### config.mk
export PLATFORM = sky130hd
export DESIGN_NAME = wte_synth
export DESIGN_NICKNAME = d
export VERILOG_FILES = /design/src/rtl/wte_pkg.sv /design/src/rtl/wte_dac_sel.sv /design/src/rtl/wte_regs.sv /design/src/rtl/wte_synth.sv
export SDC_FILE = /design/constraint.sdc
export NUM_CORES = 2
export LEC_CHECK = 0
export BUFFER_PORTS_ARGS = -buffer_cell sky130_fd_sc_hd__buf_2
export CORE_MARGIN = 2
export CORE_UTILIZATION = 64
export CTS_CLUSTER_SIZE = 40
export DETAILED_ROUTE_END_ITERATION = 10
export PLACE_DENSITY_LB_ADDON = 0.25
export SLEW_MARGIN = 20
export SYNTH_ARGS = -nofsm -noshare
export SYNTH_HDL_FRONTEND = slang
export SYNTH_SLANG_ARGS = --single-unit
### constraint.sdc
create_clock -name ref_clk -period 10.1 [get_ports ref_clk]
set_input_delay 1.01 -clock ref_clk [delete_from_list [all_inputs] [get_ports ref_clk]]
set_output_delay 1.01 -clock ref_clk [all_outputs]
set_load 0.01 [all_outputs]
### src/rtl/wte_pkg.sv
/*
 * Shared constants and types of the wavetable voice engine: register
 * offsets, field positions, timing counts and the carrier structs.
 * Assumes one 200 MHz clock domain and an 8-bit processor data port.
 */
`default_nettype none
package wte_pkg;
  // ---------------------------------------------------------------
  // Timing
  // ---------------------------------------------------------------
  localparam int unsigned CLK_HZ = 200_000_000;
  localparam int unsigned SAMPLE_HZ = 25_000;
  localparam int unsigned SAMPLE_CYCLES = CLK_HZ / SAMPLE_HZ;
  localparam int unsigned NUM_VOICES = 8;
  localparam int unsigned MIN_PERIOD = 64; // Room for eight voice slots

  // ---------------------------------------------------------------
  // Register offsets in processor data memory
  // ---------------------------------------------------------------
  localparam logic [7:0] ADDR_WORD_HI = 8'h1d;
  localparam logic [7:0] ADDR_WORD_LO = 8'h1e;
  localparam logic [7:0] ADDR_CTL = 8'h1f;
  localparam logic [7:0] ADDR_TRIG = 8'h20;
  localparam logic [7:0] ADDR_OCT_PITCH = 8'h21;
  localparam logic [7:0] ADDR_PITCH_LO = 8'h22;
  localparam logic [7:0] ADDR_ORG_HI = 8'h23;
  localparam logic [7:0] ADDR_ORG_LO = 8'h24;
  localparam logic [7:0] ADDR_WID_LOOP = 8'h25;
  localparam logic [7:0] ADDR_LOOP_LO = 8'h26;
  localparam logic [7:0] ADDR_ATT_HI = 8'h27;
  localparam logic [7:0] ADDR_ATT_LO = 8'h2a;

  // ---------------------------------------------------------------
  // Field positions and codes
  // ---------------------------------------------------------------
  localparam int unsigned CTL_SRC_BIT = 0;
  localparam int unsigned CTL_ON_BIT = 1;
  localparam int unsigned WID_BIT = 7;
  localparam int unsigned FRAC_W = 17;       // Step is pitch / 2^(17-oct)
  localparam int unsigned POS_W = 16;
  localparam int unsigned PHASE_W = POS_W + FRAC_W;
  localparam int unsigned ORIGIN_SHIFT = 5;  // Origin lands in bits 15:5
  localparam int unsigned GAIN_SHIFT = 9;
  localparam logic [7:0] END_CODE = 8'h80;
  localparam logic [9:0] ATT_MIN = 10'h3ff;
  localparam logic [5:0] LOOP_FILL = 6'h3f;  // Loop field is negative

  // ---------------------------------------------------------------
  // Types
  // ---------------------------------------------------------------
  typedef enum logic [1:0] {
    UPD_ALL = 2'b00,
    UPD_PITCH = 2'b01,
    UPD_VOL = 2'b10,
    UPD_RSVD = 2'b11
  } wte_upd_t;

  typedef struct packed {
    logic [7:0] addr;
    logic [7:0] wdata;
    logic we;
    logic re;
  } wte_bus_t;

  typedef struct packed {
    logic valid;
    wte_upd_t mode;
    logic [2:0] voice;
  } wte_trig_t;

  typedef struct packed {
    logic [3:0] oct;
    logic [11:0] pitch;
    logic [10:0] origin;
    logic wide;
    logic [9:0] loop;
    logic [9:0] atten;
  } wte_param_t;

  typedef struct packed {
    logic on;
    logic src;
    logic [15:0] word;
  } wte_dac_t;
endpackage : wte_pkg
`default_nettype wire

### src/rtl/wte_dac_sel.sv
/*
 * Converter feed: picks the synthesizer mix or the processor word and
 * registers it together with the converter power level.
 * Assumes the mix word is steady between sample periods.
 */
`default_nettype none
module wte_dac_sel (
  // Clock, reset, enable
  input wire logic ref_clk,
  input wire logic arst_n,
  input wire logic ce,
  // Sources
  input wire logic [15:0] mix,
  input wire wte_pkg::wte_dac_t dac_cfg,
  // Converter
  output logic dac_on,
  output logic [15:0] dac_word
);
  typedef struct packed {
    logic on;
    logic [15:0] word;
  } wte_dsel_st_t;

  wte_dsel_st_t s_r, s_nxt;

  // Source select; the word still updates while powered down
  always_comb begin
    s_nxt.on = dac_cfg.on;
    s_nxt.word = dac_cfg.src ? mix : dac_cfg.word;
  end

  // Output register
  always_ff @(posedge ref_clk or negedge arst_n) begin
    if (!arst_n) begin
      s_r <= '0;
    end else if (ce) begin
      s_r <= s_nxt;
    end
  end

  assign dac_on = s_r.on;
  assign dac_word = s_r.word;

  source_sel_a: assert property (@(posedge ref_clk) disable iff (!arst_n)
    ce && dac_cfg.src |=> dac_word == $past(mix) ##1
    (!$past(ce) || $past(dac_cfg.src) ||
    dac_word == $past(dac_cfg.word)))
    else $error("converter source select wrong");
endmodule : wte_dac_sel
`default_nettype wire

### src/rtl/wte_regs.sv
/*
 * Processor-facing register file of the voice engine: stores the used
 * bits of each mapped byte, returns them on read and pulses a trigger on voice-select write.
 * Assumes single-cycle write and read strobes from the processor.
 */
`default_nettype none
module wte_regs (
  // Clock, reset, enable
  input wire logic ref_clk,
  input wire logic arst_n,
  input wire logic ce,
  // Processor data-memory port
  input wire wte_pkg::wte_bus_t bus,
  output logic [7:0] rdata,
  // Towards engine and converter
  output wte_pkg::wte_param_t param,
  output wte_pkg::wte_trig_t trig,
  output wte_pkg::wte_dac_t dac_cfg
);
  typedef struct packed {
    logic [7:0] w_hi;
    logic [7:0] w_lo;
    logic [1:0] ctl;
    logic [7:0] sel;
    logic [7:0] oct_pitch;
    logic [7:0] pitch_lo;
    logic [2:0] org_hi;
    logic [7:0] org_lo;
    logic wid;
    logic [1:0] loop_hi;
    logic [7:0] loop_lo;
    logic [1:0] att_hi;
    logic [7:0] att_lo;
    logic [7:0] rdata;
    wte_pkg::wte_trig_t trig;
  } wte_regs_st_t;

  wte_regs_st_t s_r, s_nxt;

  // Read mux; unused bits and unmapped offsets read as zero
  function automatic logic [7:0] read_reg(input wte_regs_st_t s,
                                          input logic [7:0] a);
    case (a)
      wte_pkg::ADDR_WORD_HI: read_reg = s.w_hi;
      wte_pkg::ADDR_WORD_LO: read_reg = s.w_lo;
      wte_pkg::ADDR_CTL: read_reg = {6'h00, s.ctl};
      wte_pkg::ADDR_TRIG: read_reg = s.sel;
      wte_pkg::ADDR_OCT_PITCH: read_reg = s.oct_pitch;
      wte_pkg::ADDR_PITCH_LO: read_reg = s.pitch_lo;
      wte_pkg::ADDR_ORG_HI: read_reg = {5'h00, s.org_hi};
      wte_pkg::ADDR_ORG_LO: read_reg = s.org_lo;
      wte_pkg::ADDR_WID_LOOP: read_reg = {s.wid, 5'h00, s.loop_hi};
      wte_pkg::ADDR_LOOP_LO: read_reg = s.loop_lo;
      wte_pkg::ADDR_ATT_HI: read_reg = {6'h00, s.att_hi};
      wte_pkg::ADDR_ATT_LO: read_reg = s.att_lo;
      default: read_reg = 8'h00;
    endcase
  endfunction : read_reg

  // Byte stores; a voice-select write raises the trigger for one cycle
  always_comb begin
    s_nxt = s_r;
    s_nxt.trig.valid = 1'b0;
    if (bus.re) begin
      s_nxt.rdata = read_reg(s_r, bus.addr);
    end
    if (bus.we) begin
      case (bus.addr)
        wte_pkg::ADDR_WORD_HI: s_nxt.w_hi = bus.wdata;
        wte_pkg::ADDR_WORD_LO: s_nxt.w_lo = bus.wdata;
        wte_pkg::ADDR_CTL: s_nxt.ctl = bus.wdata[1:0];
        wte_pkg::ADDR_TRIG: begin
          s_nxt.sel = {bus.wdata[7:6], 3'h0, bus.wdata[2:0]};
          s_nxt.trig.valid = 1'b1;
          s_nxt.trig.mode = wte_pkg::wte_upd_t'(bus.wdata[7:6]);
          s_nxt.trig.voice = bus.wdata[2:0];
        end
        wte_pkg::ADDR_OCT_PITCH: s_nxt.oct_pitch = bus.wdata;
        wte_pkg::ADDR_PITCH_LO: s_nxt.pitch_lo = bus.wdata;
        wte_pkg::ADDR_ORG_HI: s_nxt.org_hi = bus.wdata[2:0];
        wte_pkg::ADDR_ORG_LO: s_nxt.org_lo = bus.wdata;
        wte_pkg::ADDR_WID_LOOP: begin
          s_nxt.wid = bus.wdata[wte_pkg::WID_BIT];
          s_nxt.loop_hi = bus.wdata[1:0];
        end
        wte_pkg::ADDR_LOOP_LO: s_nxt.loop_lo = bus.wdata;
        wte_pkg::ADDR_ATT_HI: s_nxt.att_hi = bus.wdata[1:0];
        wte_pkg::ADDR_ATT_LO: s_nxt.att_lo = bus.wdata;
        default: ;
      endcase
    end
  end

  // State register; converter comes out of reset powered down
  always_ff @(posedge ref_clk or negedge arst_n) begin
    if (!arst_n) begin
      s_r <= '0;
    end else if (ce) begin
      s_r <= s_nxt;
    end
  end

  assign rdata = s_r.rdata;
  assign trig = s_r.trig;
  assign param = '{oct: s_r.oct_pitch[7:4],
                   pitch: {s_r.oct_pitch[3:0], s_r.pitch_lo},
                   origin: {s_r.org_hi, s_r.org_lo},
                   wide: s_r.wid,
                   loop: {s_r.loop_hi, s_r.loop_lo},
                   atten: {s_r.att_hi, s_r.att_lo}};
  assign dac_cfg = '{on: s_r.ctl[wte_pkg::CTL_ON_BIT],
                     src: s_r.ctl[wte_pkg::CTL_SRC_BIT],
                     word: {s_r.w_hi, s_r.w_lo}};

  trig_pulse_a: assert property (@(posedge ref_clk) disable iff (!arst_n)
    ce && bus.we && bus.addr == wte_pkg::ADDR_TRIG |=> trig.valid &&
    trig.voice == $past(bus.wdata[2:0]) ##1 (!$past(ce) || !trig.valid ||
    $past(ce && bus.we && bus.addr == wte_pkg::ADDR_TRIG)))
    else $error("trigger pulse wrong");
  power_bit_a: assert property (@(posedge ref_clk) disable iff (!arst_n)
    ce && bus.we && bus.addr == wte_pkg::ADDR_CTL |=>
    dac_cfg.on == $past(bus.wdata[wte_pkg::CTL_ON_BIT]))
    else $error("converter power bit not stored");
  power_reset_a: assert property (@(posedge ref_clk) disable iff (!arst_n)
    $rose(arst_n) |-> !dac_cfg.on)
    else $error("converter on after reset");
  word_high_a: assert property (@(posedge ref_clk) disable iff (!arst_n)
    ce && bus.we && bus.addr == wte_pkg::ADDR_WORD_HI |=>
    dac_cfg.word[15:8] == $past(bus.wdata) && $stable(dac_cfg.word[7:0]))
    else $error("converter word high byte wrong");
endmodule : wte_regs
`default_nettype wire

### src/rtl/wte_synth.sv
/*
 * Eight-voice wavetable engine top: register file, voice table, ROM
 * sample fetch, attenuation and mix, and the converter feed.
 * Assumes a shared ROM port that answers each request with an ack.
 */
`default_nettype none
module wte_synth #(
  parameter int unsigned SAMPLE_PERIOD = wte_pkg::SAMPLE_CYCLES
) (
  // Clock, reset, enable
  input wire logic ref_clk,
  input wire logic arst_n,
  input wire logic ce,
  // Processor data-memory port
  input wire wte_pkg::wte_bus_t bus,
  output logic [7:0] bus_rdata,
  // Shared program ROM fetch port
  output logic rom_req,
  output logic [15:0] rom_addr,
  input wire logic rom_ack,
  input wire logic [15:0] rom_data,
  // Converter
  output logic dac_on,
  output logic [15:0] dac_word
);
  // ---------------------------------------------------------------
  // Types and checks
  // ---------------------------------------------------------------
  localparam int unsigned CNT_W = $clog2(SAMPLE_PERIOD);
  localparam int unsigned PW = wte_pkg::PHASE_W;
  localparam int unsigned FW = wte_pkg::FRAC_W;

  if (SAMPLE_PERIOD < wte_pkg::MIN_PERIOD) begin : g_bad_period
    $error("sample period too short for eight voices");
  end

  typedef enum logic [2:0] {
    S_IDLE = 3'b000,
    S_FETCH_A = 3'b001,
    S_FETCH_B = 3'b010,
    S_EVAL = 3'b011,
    S_DONE = 3'b100
  } wte_seq_t;

  typedef struct packed {
    logic active;
    wte_pkg::wte_param_t p;
    logic [PW-1:0] phase;
  } wte_voice_t;

  typedef struct packed {
    wte_voice_t [wte_pkg::NUM_VOICES-1:0] v;
    wte_seq_t seq;
    logic [2:0] cur;
    logic retried;
    logic lane;
    logic [7:0] byte_a;
    logic [3:0] nib;
    logic signed [15:0] acc;
    logic [15:0] mix;
    logic [CNT_W-1:0] cnt;
    logic req;
    logic [15:0] addr;
  } wte_eng_t;

  wte_eng_t s_r, s_nxt;
  wte_pkg::wte_param_t param;
  wte_pkg::wte_trig_t trig;
  wte_pkg::wte_dac_t dac_cfg;
  wte_voice_t cur_v;
  logic [15:0] cur_pos;
  logic [15:0] loop_tgt;
  logic [7:0] got;
  logic signed [13:0] contrib;

  // ---------------------------------------------------------------
  // Helpers
  // ---------------------------------------------------------------
  // Byte address of a sample; in 12-bit mode each pair of samples
  // takes three bytes: high+middle of the even one, of the odd one,
  // then both low nibbles (even in the upper half)
  function automatic logic [16:0] byte_addr(input logic [10:0] origin,
                                            input logic wide,
                                            input logic [15:0] pos,
                                            input logic low_nib);
    logic [16:0] base;
    logic [16:0] off;
    base = 17'(origin) << (wte_pkg::ORIGIN_SHIFT + 1);
    if (!wide) begin
      off = 17'(pos);
    end else begin
      off = 17'h3 * 17'(pos[15:1]) + (low_nib ? 17'h2 : 17'(pos[0]));
    end
    byte_addr = base + off;
  endfunction : byte_addr

  // High byte of a ROM word comes first in the sample stream
  function automatic logic [7:0] byte_of(input logic [15:0] w,
                                         input logic lane);
    byte_of = lane ? w[7:0] : w[15:8];
  endfunction : byte_of

  // Linear gain of (all-ones minus attenuation), so all-ones is silent
  function automatic logic signed [13:0] attenuate(
      input logic signed [11:0] smp, input logic [9:0] att);
    logic signed [22:0] prod;
    logic signed [22:0] sh;
    prod = smp * $signed({1'b0, wte_pkg::ATT_MIN - att});
    sh = prod >>> wte_pkg::GAIN_SHIFT;
    attenuate = sh[13:0];
  endfunction : attenuate

  // ---------------------------------------------------------------
  // Register file and converter feed
  // ---------------------------------------------------------------
  wte_regs u_regs (
    .ref_clk(ref_clk),
    .arst_n(arst_n),
    .ce(ce),
    .bus(bus),
    .rdata(bus_rdata),
    .param(param),
    .trig(trig),
    .dac_cfg(dac_cfg)
  );

  wte_dac_sel u_dac (
    .ref_clk(ref_clk),
    .arst_n(arst_n),
    .ce(ce),
    .mix(s_r.mix),
    .dac_cfg(dac_cfg),
    .dac_on(dac_on),
    .dac_word(dac_word)
  );

  // ---------------------------------------------------------------
  // Voice sequencer
  // ---------------------------------------------------------------
  // Current voice view; the loop field is sign-filled so the add
  // wraps back and any carry out of the top is dropped
  assign cur_v = s_r.v[s_r.cur];
  assign cur_pos = cur_v.phase[PW-1:FW];
  assign loop_tgt = cur_pos + {wte_pkg::LOOP_FILL, cur_v.p.loop};
  assign got = byte_of(rom_data, s_r.lane);
  assign contrib = attenuate(cur_v.p.wide ? {s_r.byte_a, s_r.nib} :
                             {s_r.byte_a, 4'h0}, cur_v.p.atten);

  // One pass over all voices per output period; a pass still running
  // at the period tick makes that tick be skipped (slow ROM only)
  always_comb begin
    logic [16:0] ba;
    logic to_next;
    ba = '0;
    to_next = 1'b0;
    s_nxt = s_r;
    s_nxt.cnt = (s_r.cnt == '0) ? CNT_W'(SAMPLE_PERIOD - 1) :
                s_r.cnt - CNT_W'(1);
    unique case (s_r.seq)
      S_IDLE: begin
        if (s_r.cnt == '0) begin
          s_nxt.cur = 3'h0;
          s_nxt.acc = '0;
          s_nxt.retried = 1'b0;
          s_nxt.seq = S_FETCH_A;
        end
      end
      S_FETCH_A: begin
        if (!s_r.req) begin
          if (!cur_v.active || cur_v.p.atten == wte_pkg::ATT_MIN) begin
            s_nxt.v[s_r.cur].active = 1'b0;
            to_next = 1'b1;
          end else begin
            ba = byte_addr(cur_v.p.origin, cur_v.p.wide, cur_pos, 1'b0);
            s_nxt.req = 1'b1;
            s_nxt.addr = ba[16:1];
            s_nxt.lane = ba[0];
          end
        end else if (rom_ack) begin
          s_nxt.req = 1'b0;
          s_nxt.byte_a = got;
          if (got == wte_pkg::END_CODE) begin
            if (s_r.retried) begin
              to_next = 1'b1; // Loop lands on an end code: stay silent
            end else begin
              s_nxt.retried = 1'b1;
              s_nxt.v[s_r.cur].phase[PW-1:FW] = loop_tgt;
            end
          end else if (cur_v.p.wide) begin
            s_nxt.seq = S_FETCH_B;
          end else begin
            s_nxt.seq = S_EVAL;
          end
        end
      end
      S_FETCH_B: begin
        if (!s_r.req) begin
          ba = byte_addr(cur_v.p.origin, cur_v.p.wide, cur_pos, 1'b1);
          s_nxt.req = 1'b1;
          s_nxt.addr = ba[16:1];
          s_nxt.lane = ba[0];
        end else if (rom_ack) begin
          s_nxt.req = 1'b0;
          s_nxt.nib = cur_pos[0] ? got[3:0] : got[7:4];
          s_nxt.seq = S_EVAL;
        end
      end
      S_EVAL: begin
        s_nxt.acc = s_r.acc + 16'(contrib);
        s_nxt.v[s_r.cur].phase = cur_v.phase +
          (PW'(cur_v.p.pitch) << cur_v.p.oct);
        to_next = 1'b1;
      end
      S_DONE: begin
        s_nxt.mix = s_r.acc;
        s_nxt.seq = S_IDLE;
      end
      default: s_nxt.seq = S_IDLE;
    endcase
    if (to_next) begin
      s_nxt.retried = 1'b0;
      if (s_r.cur == 3'h7) begin
        s_nxt.seq = S_DONE;
      end else begin
        s_nxt.cur = s_r.cur + 3'h1;
        s_nxt.seq = S_FETCH_A;
      end
    end
    // Trigger overrides the sequencer's update of the same voice
    if (trig.valid) begin
      unique case (trig.mode)
        wte_pkg::UPD_PITCH: begin
          s_nxt.v[trig.voice].p.pitch = param.pitch;
          s_nxt.v[trig.voice].p.oct = param.oct;
        end
        wte_pkg::UPD_VOL: begin
          s_nxt.v[trig.voice].p.atten = param.atten;
        end
        wte_pkg::UPD_ALL, wte_pkg::UPD_RSVD: begin
          s_nxt.v[trig.voice].p = param;
          s_nxt.v[trig.voice].phase = '0;
        end
      endcase
      s_nxt.v[trig.voice].active = 1'b1;
    end
  end

  // State register; the clock enable freezes everything
  always_ff @(posedge ref_clk or negedge arst_n) begin
    if (!arst_n) begin
      s_r <= '0;
    end else if (ce) begin
      s_r <= s_nxt;
    end
  end

  assign rom_req = s_r.req;
  assign rom_addr = s_r.addr;

  // ---------------------------------------------------------------
  // Checks
  // ---------------------------------------------------------------
  origin_align_a: assert property (@(posedge ref_clk) disable iff (!arst_n)
    rom_req && s_r.seq == S_FETCH_A && cur_pos == 16'h0000 |->
    rom_addr == {cur_v.p.origin, 5'h00})
    else $error("first fetch not at origin times 32");
  unit_step_a: assert property (@(posedge ref_clk) disable iff (!arst_n)
    s_r.seq == S_EVAL && cur_v.p.pitch == 12'h800 && cur_v.p.oct == 4'h6
    && !trig.valid |->
    s_nxt.v[s_r.cur].phase == cur_v.phase + 33'h0_0002_0000)
    else $error("unit pitch does not step one sample");
  end_jump_a: assert property (@(posedge ref_clk) disable iff (!arst_n)
    ce && s_r.seq == S_FETCH_A && s_r.req && rom_ack && !trig.valid &&
    got == wte_pkg::END_CODE && !s_r.retried |=>
    cur_pos == $past(loop_tgt) && s_r.retried ##1 (!$past(ce) || rom_req))
    else $error("end code did not jump to loop point");
  vol_only_a: assert property (@(posedge ref_clk) disable iff (!arst_n)
    ce && trig.valid && trig.mode == wte_pkg::UPD_VOL |=>
    s_r.v[$past(trig.voice)].p.atten == $past(param.atten) &&
    s_r.v[$past(trig.voice)].p.pitch ==
    $past(s_r.v[trig.voice].p.pitch))
    else $error("volume-only update touched pitch");
  full_scale_a: assert property (@(posedge ref_clk) disable iff (!arst_n)
    s_r.seq == S_EVAL && !cur_v.p.wide && cur_v.p.atten == 10'h000 &&
    s_r.byte_a == 8'h7f |-> contrib == 14'h0fdc)
    else $error("full-scale attenuation wrong");
  mix_out_a: assert property (@(posedge ref_clk) disable iff (!arst_n)
    ce && s_r.seq == S_DONE ##1 ce |-> ##1 dac_word == $past(s_r.mix) ||
    !$past(dac_cfg.src))
    else $error("mix not delivered to converter");
endmodule : wte_synth
`default_nettype wire

======== After elaboration in Yosys (flattened, before gate mapping) ========
Index checks and enable logic that the tools add are counted.
operators by class
  reduce and logical (&&, ||, !) cells .... 32
  multiplexer cells ....................... 87
  order comparisons ....................... 4
  equal/unequal tests ..................... 34
  add/sub/neg operators ................... 10
  shift operators ......................... 1
  $mul .................................... 2
operator list
  kind                  count
  $bwmux W656           9
  $mux W656             6
  $demux W82 S3         9
  $pmux W656 S3         1
  $pmux W656 S2         1
  $mux W659             1
  $bmux W82 S3          1
  $mux W82              3
  $mux W81              2
  $mux W17              8
  $mux W33              3
  $pmux W8 S12          1
  $mux W77              1
  $eq A8 B6 Y1 const B  9
  $mux W16              4
  $mux W43              1
  $reduce_and A3 Y1     13
  $add A17 B17 Y17      2
  $pmux W17 S2          1
  $add A33 B33 Y33      1
  $shl A12 B4 Y33       1
  $pmux W16 S2          1
  $eq A8 B5 Y1 const B  3
  $mul A12 B11 Y23      1
  other kinds (42)      87
storage, ports and cells
  word-level logic and storage cells ...... 264
  register bits ........................... 840

======== Depth between registers and ports, before layout ========
  word-level depth ........................ 16
  mapped depth ............................ 41

======== Cells and area by module ========
A second synthesis with hierarchy kept.
second synthesis, totals
  cell total of the unflattened synthesis .. 5089
  area total of the unflattened synthesis .. 49009.5 um^2
by module, submodules not included
  module       sequential area each (um^2)  cells an instance  times used  area an instance (um^2)
  wte_synth    18467.7                      4727               1           44482.7
  wte_regs     2001.9                       290                1           3739.8
  wte_dac_sel  425.4                        72                 1           787.0

======== Worst setup path after synthesis ========
No wires, ideal clock.
  path type ............................... reg-to-reg
  from .................................... register s_r[78] in the netlist's numbering
  to ...................................... register s_r[61] in the netlist's numbering
  path buffers ............................ 6
  setup slack ............................. 2045 ps
  cell stages (with the launch flop) ...... 36
  period minus slack after synthesis ...... 8055 ps
  arrival time ............................ 7937 ps
  library setup time ...................... 118 ps
  path through ............................ dfrtp_1 > buf_6 > buf_4 > buf_4 > mux4_2 > nor2_1 > nor2_1 > clkbuf_1 > clkbuf_1 > buf_1 > nand3_1 > fa_1 > fa_1 > fa_1 > inv_1 > fa_1 > inv_1 > fa_1 > inv_1 > ha_1 > and3_1 > a31oi_1 > a2bb2oi_1 > nand2_1 > o21a_1 > nor2_1 > xnor2_1 > ha_1 > o41ai_1 > o2111a_1 > nor3_1 > a31oi_1 > o21ai_0 > xnor2_1 > a21o_1 > a21o_1
between the ends
  word-level cells in the longest chain between the ends .. 6
ends and longest elaborated chain
  item                                         line                                RTL
  start: declaration                           wte_synth.sv:66                     wte_eng_t s_r, s_nxt;
  start signal: assignment                     wte_synth.sv:253                    s_r <= s_nxt;
  $bmux W82 S3 (*)                             wte_synth.sv:142                    assign cur_v = s_r.v[s_r.cur];
  $mux W82 (implied by the code) (*)           wte_synth.sv:142
  $sub A10 B10 Y10 or $mux W4 (tied branches)  wte_synth.sv:108, wte_synth.sv:146
  $mul A12 B11 Y23 (*)                         wte_synth.sv:108                    prod = smp * $signed({1'b0, wte_pkg::ATT_MIN - att});
  $add A16 B14 Y16 (*)                         wte_synth.sv:209                    s_nxt.acc = s_r.acc + 16'(contrib);
  $pmux W16 S2 (*)                             wte_synth.sv:159                    unique case (s_r.seq)
Mark *: on every way between the ends. The rest lies on a longest branch, timed or not. The select of a mux whose other input is x is not followed.
A chain may end at the register's enable or synchronous reset.

======== Final worst setup path ========
  from .................................... register s_r[77] in the netlist's numbering
  to ...................................... register s_r[61] in the netlist's numbering
Same word-level chain as after synthesis.

==> out/qor.yml <==
run_status: "finished with violations"
violations: "DRC"
ant_nets: 0
seq_area_frac_synth: 0.414
tightest_slew_ns: 1.24
startpoint_type: "flip-flop"
clock_path_buffers: 3
reg2reg_depth: 29
ys_types: 96
cts_buffers: 89
slew_headroom: 0.170
synth_area_per_cell_sq_um: 9.36
fin_crit_sh: 0.931
slew_viol_final: 0
fin_skew_ns: 0.0393
gp_congestion: 0.994
area_delta_synth_final_pct: 9.16
initial_core_util: 0.643
die_w_um: 285
setup_viol_count_final: 0
area.sequential_sq_mm: 0.0209
crit-reg2reg-launch: "s_r[77]$_DFFE_PN0P_"
yosys_warnings: 0
synth_top_cell_area_share: 0.414
io_buffer_count: 79
dp_hpwl_um: 119000
routed_wl_um: 181000
clk_latency_ns: 0.70
wl_per_cell_um: 28.2
drt_iter0_markers: 7337
cts_tree: "built"
die_area_sq_mm: 0.0812
drive_above_1_share: 0.116
synth_edf_count: 0
finalHoldViolations: 0
dr_total_vias: 46800
rows: 103
dr.pass1.iters: 11
path_common_cell: "fa_1"
grtUsageTotal: 0.441
syn_nets: 5706
multi_input_comb_area_sq_mm: 0.0275
drcViolationCount: 2
clock_sinks: 835
fin_nets: 5603
grt_pass1_vias: 45300
ys_top_cells_by_area: "dfrtp_1 41%, nand2_1 5.5%, fa_1 4.7%"
io_pins: 80
grt_antenna_before_repair: 3
cp.required_ns: 10.69
fmax_mhz: 106
critPathKind: "flip-flop to flip-flop"
final_cell_area_sq_mm: 0.0552
yosys_most_used_dff: "dfrtp_1"
endpoint_kind: "flip-flop"
rr_endpoint: "s_r[61]$_DFFE_PN0P_"
r2r_slack_ns: 0.70
diodes: 0
cts_setup_buffers: 0
arrival_ns: 9.99
dieHeight_um: 285
synthesis.instances: 5401
slowest_stage: "dfrtp_2"
crit_fanout: 35
htreeDepth: 3
cts-resized-gates: 0
grt_pass1_wl_um: 275000
min_path_type: "input pin to async pin"
core-area_sq_mm: 0.0786
grt_start_max_net_pins: 173
ys_ff_latch: 835
grt_overflow: 0
clkTransAtPathRegs_ns: 0.07
tns_ns: 0
syn_area_sq_mm: 0.0505
viasPerCell: 7.29
fill_cells: 5909
drv_cap: 0
synth_area_leader_cell: "dfrtp_1"
cts_hold_buffers: 0
root_buffer: "clkbuf_16"
grt_setup_unrepaired: "false"
synth-async-reset-ratio: 1.00
place_area_sq_mm: 0.0519
cpPeakStageDelay_ns: 0.96
min_period_ns: 9.40
[state kept, by name, summed over array words and instances (netlist names), 5 cells and up]
signal / count
u_regs.param: 48
rom_addr: 16
s_r: 721
u_regs.trig: 5
u_regs.rdata: 8
u_regs.dac_cfg: 18
u_dac.dac_word: 16
[placed cells by master, fill, tap and decap left out, types with 19 or more instances in the layout]
cell type / netlist / routed
ha_1: 149 / 149
o22ai_1: 161 / 161
inv_1: 221 / 220
a221o_1: 32 / 32
a21o_1: 59 / 59
xor2_1: 38 / 38
nand2b_1: 23 / 23
buf_4: 21 / 118
o21ai_1: 37 / 30
a21boi_0: 20 / 20
o221ai_1: 77 / 77
nand3_1: 66 / 66
o21ai_0: 410 / 403
nand4_1: 20 / 20
buf_2: 23 / 79
a32o_1: 53 / 53
fa_1: 118 / 118
mux2_2: 132 / 132
clkbuf_8: 0 / 26
nor3_1: 72 / 58
nor4_1: 38 / 32
a22oi_1: 100 / 100
nor2b_1: 33 / 32
a22o_1: 250 / 250
nor2_1: 294 / 282
o22a_1: 28 / 28
nand2_1: 734 / 726
o31ai_1: 46 / 46
and2_1: 48 / 48
mux4_2: 19 / 19
o21a_1: 28 / 28
dfrtp_1: 835 / 831
a221oi_1: 28 / 27
clkbuf_16: 0 / 89
xnor2_1: 84 / 84
mux2i_1: 73 / 73
a21oi_1: 350 / 342
a31oi_1: 32 / 32
and3_1: 48 / 48
[cells in the mapped netlist, drive strengths merged (16+ instances only)]
master	n
a211oi	17
a21boi	21
a21o	59
a21oi	350
a221o	32
a221oi	28
a22o	250
a22oi	101
a31oi	32
a32o	53
and2	51
and3	48
buf	94
clkbuf	301
dfrtp	835
fa	118
ha	149
inv	223
mux2	139
mux2i	73
mux4	19
nand2	734
nand2b	23
nand3	66
nand4	20
nor2	297
nor2b	33
nor3	73
nor4	39
o21a	28
o21ai	447
o221ai	77
o22a	28
o22ai	161
o2bb2ai	17
o31ai	47
or2	18
or3	16
xnor2	84
xor2	38
[critical path: cells and delay by family (launching register included)]
kind | cells | cell delay [ns]
and+or+nand+nor | 7 | 1.37
xor gates and xnor gates | 2 | 0.28
buffers and inverters | 4 | 0.60
AOI/OAI and AO/OA | 9 | 2.89
DFF | 1 | 0.96
adders and majority gates | 7 | 3.17
[cell type report]
class | instances | share of cell area
Tap cell | 1050 | 0.0238
Clock inverter | 40 | 0.0116
Sequential cell | 835 | 0.379
Inverter | 225 | 0.0153
Clock buffer | 128 | 0.0477
Timing Repair Buffer | 201 | 0.0246
Multi-Input combinational cell | 3946 | 0.498
[worst max path at each step]
stage                                    from                  end  slack [ns]  depth (start not counted)
after floorplan           s_r[78]$_DFFE_PN0P_  s_r[61]$_DFFE_PN0P_        2.05                         35
after global placement    s_r[77]$_DFFE_PN0P_  s_r[61]$_DFFE_PN0P_        1.16                         31
after detailed placement  s_r[77]$_DFFE_PN0P_  s_r[61]$_DFFE_PN0P_        1.04                         29
after CTS                 s_r[77]$_DFFE_PN0P_  s_r[61]$_DFFE_PN0P_        0.98                         29
after global routing      s_r[76]$_DFFE_PN0P_  s_r[61]$_DFFE_PN0P_        0.18                         34
final                     s_r[77]$_DFFE_PN0P_  s_r[61]$_DFFE_PN0P_        0.70                         29
[routing by layer]
metal  up-vias  global-route usage  wire (um)
met5         -                   0         12
met4         2               0.260      13300
met3       906               0.152      26300
met2      3610               0.625      74700
met1     22800               0.588      66900
li1      19500                   -          -
[metrics by stage]
| stage | cells | worst slack [ns] | util | hold WS, ns |
|---|---|---|---|---|
| after global routing | 6425 | 0.184 | 0.702 | 0.416 |
| after detailed placement | 6256 | 1.04 | 0.660 | 0.465 |
| final | 6425 | 0.699 | 0.702 | 0.361 |
| after global placement | 6255 | 1.16 | 0.660 | 0.457 |
| after CTS | 6424 | 0.978 | 0.701 | 0.389 |
| after floorplan | 5401 | 2.05 | - | 0.438 |
[cell families (layout without fill, tap and decap cells)]
kind of cell | count (synthesis) | after routing | share of synthesized area
simple gates | 1470 | 1470 | 0.130
xor+xnor | 122 | 122 | 0.0211
buf+inv | 620 | 594 | 0.0488
mux | 231 | 231 | 0.0540
fa+ha+maj | 267 | 267 | 0.0836
compound gates | 1856 | 1856 | 0.249
flops | 835 | 835 | 0.414
Power is not shown: default switching activity piles up to over one toggle a cycle in this logic, so the estimate is an artifact.
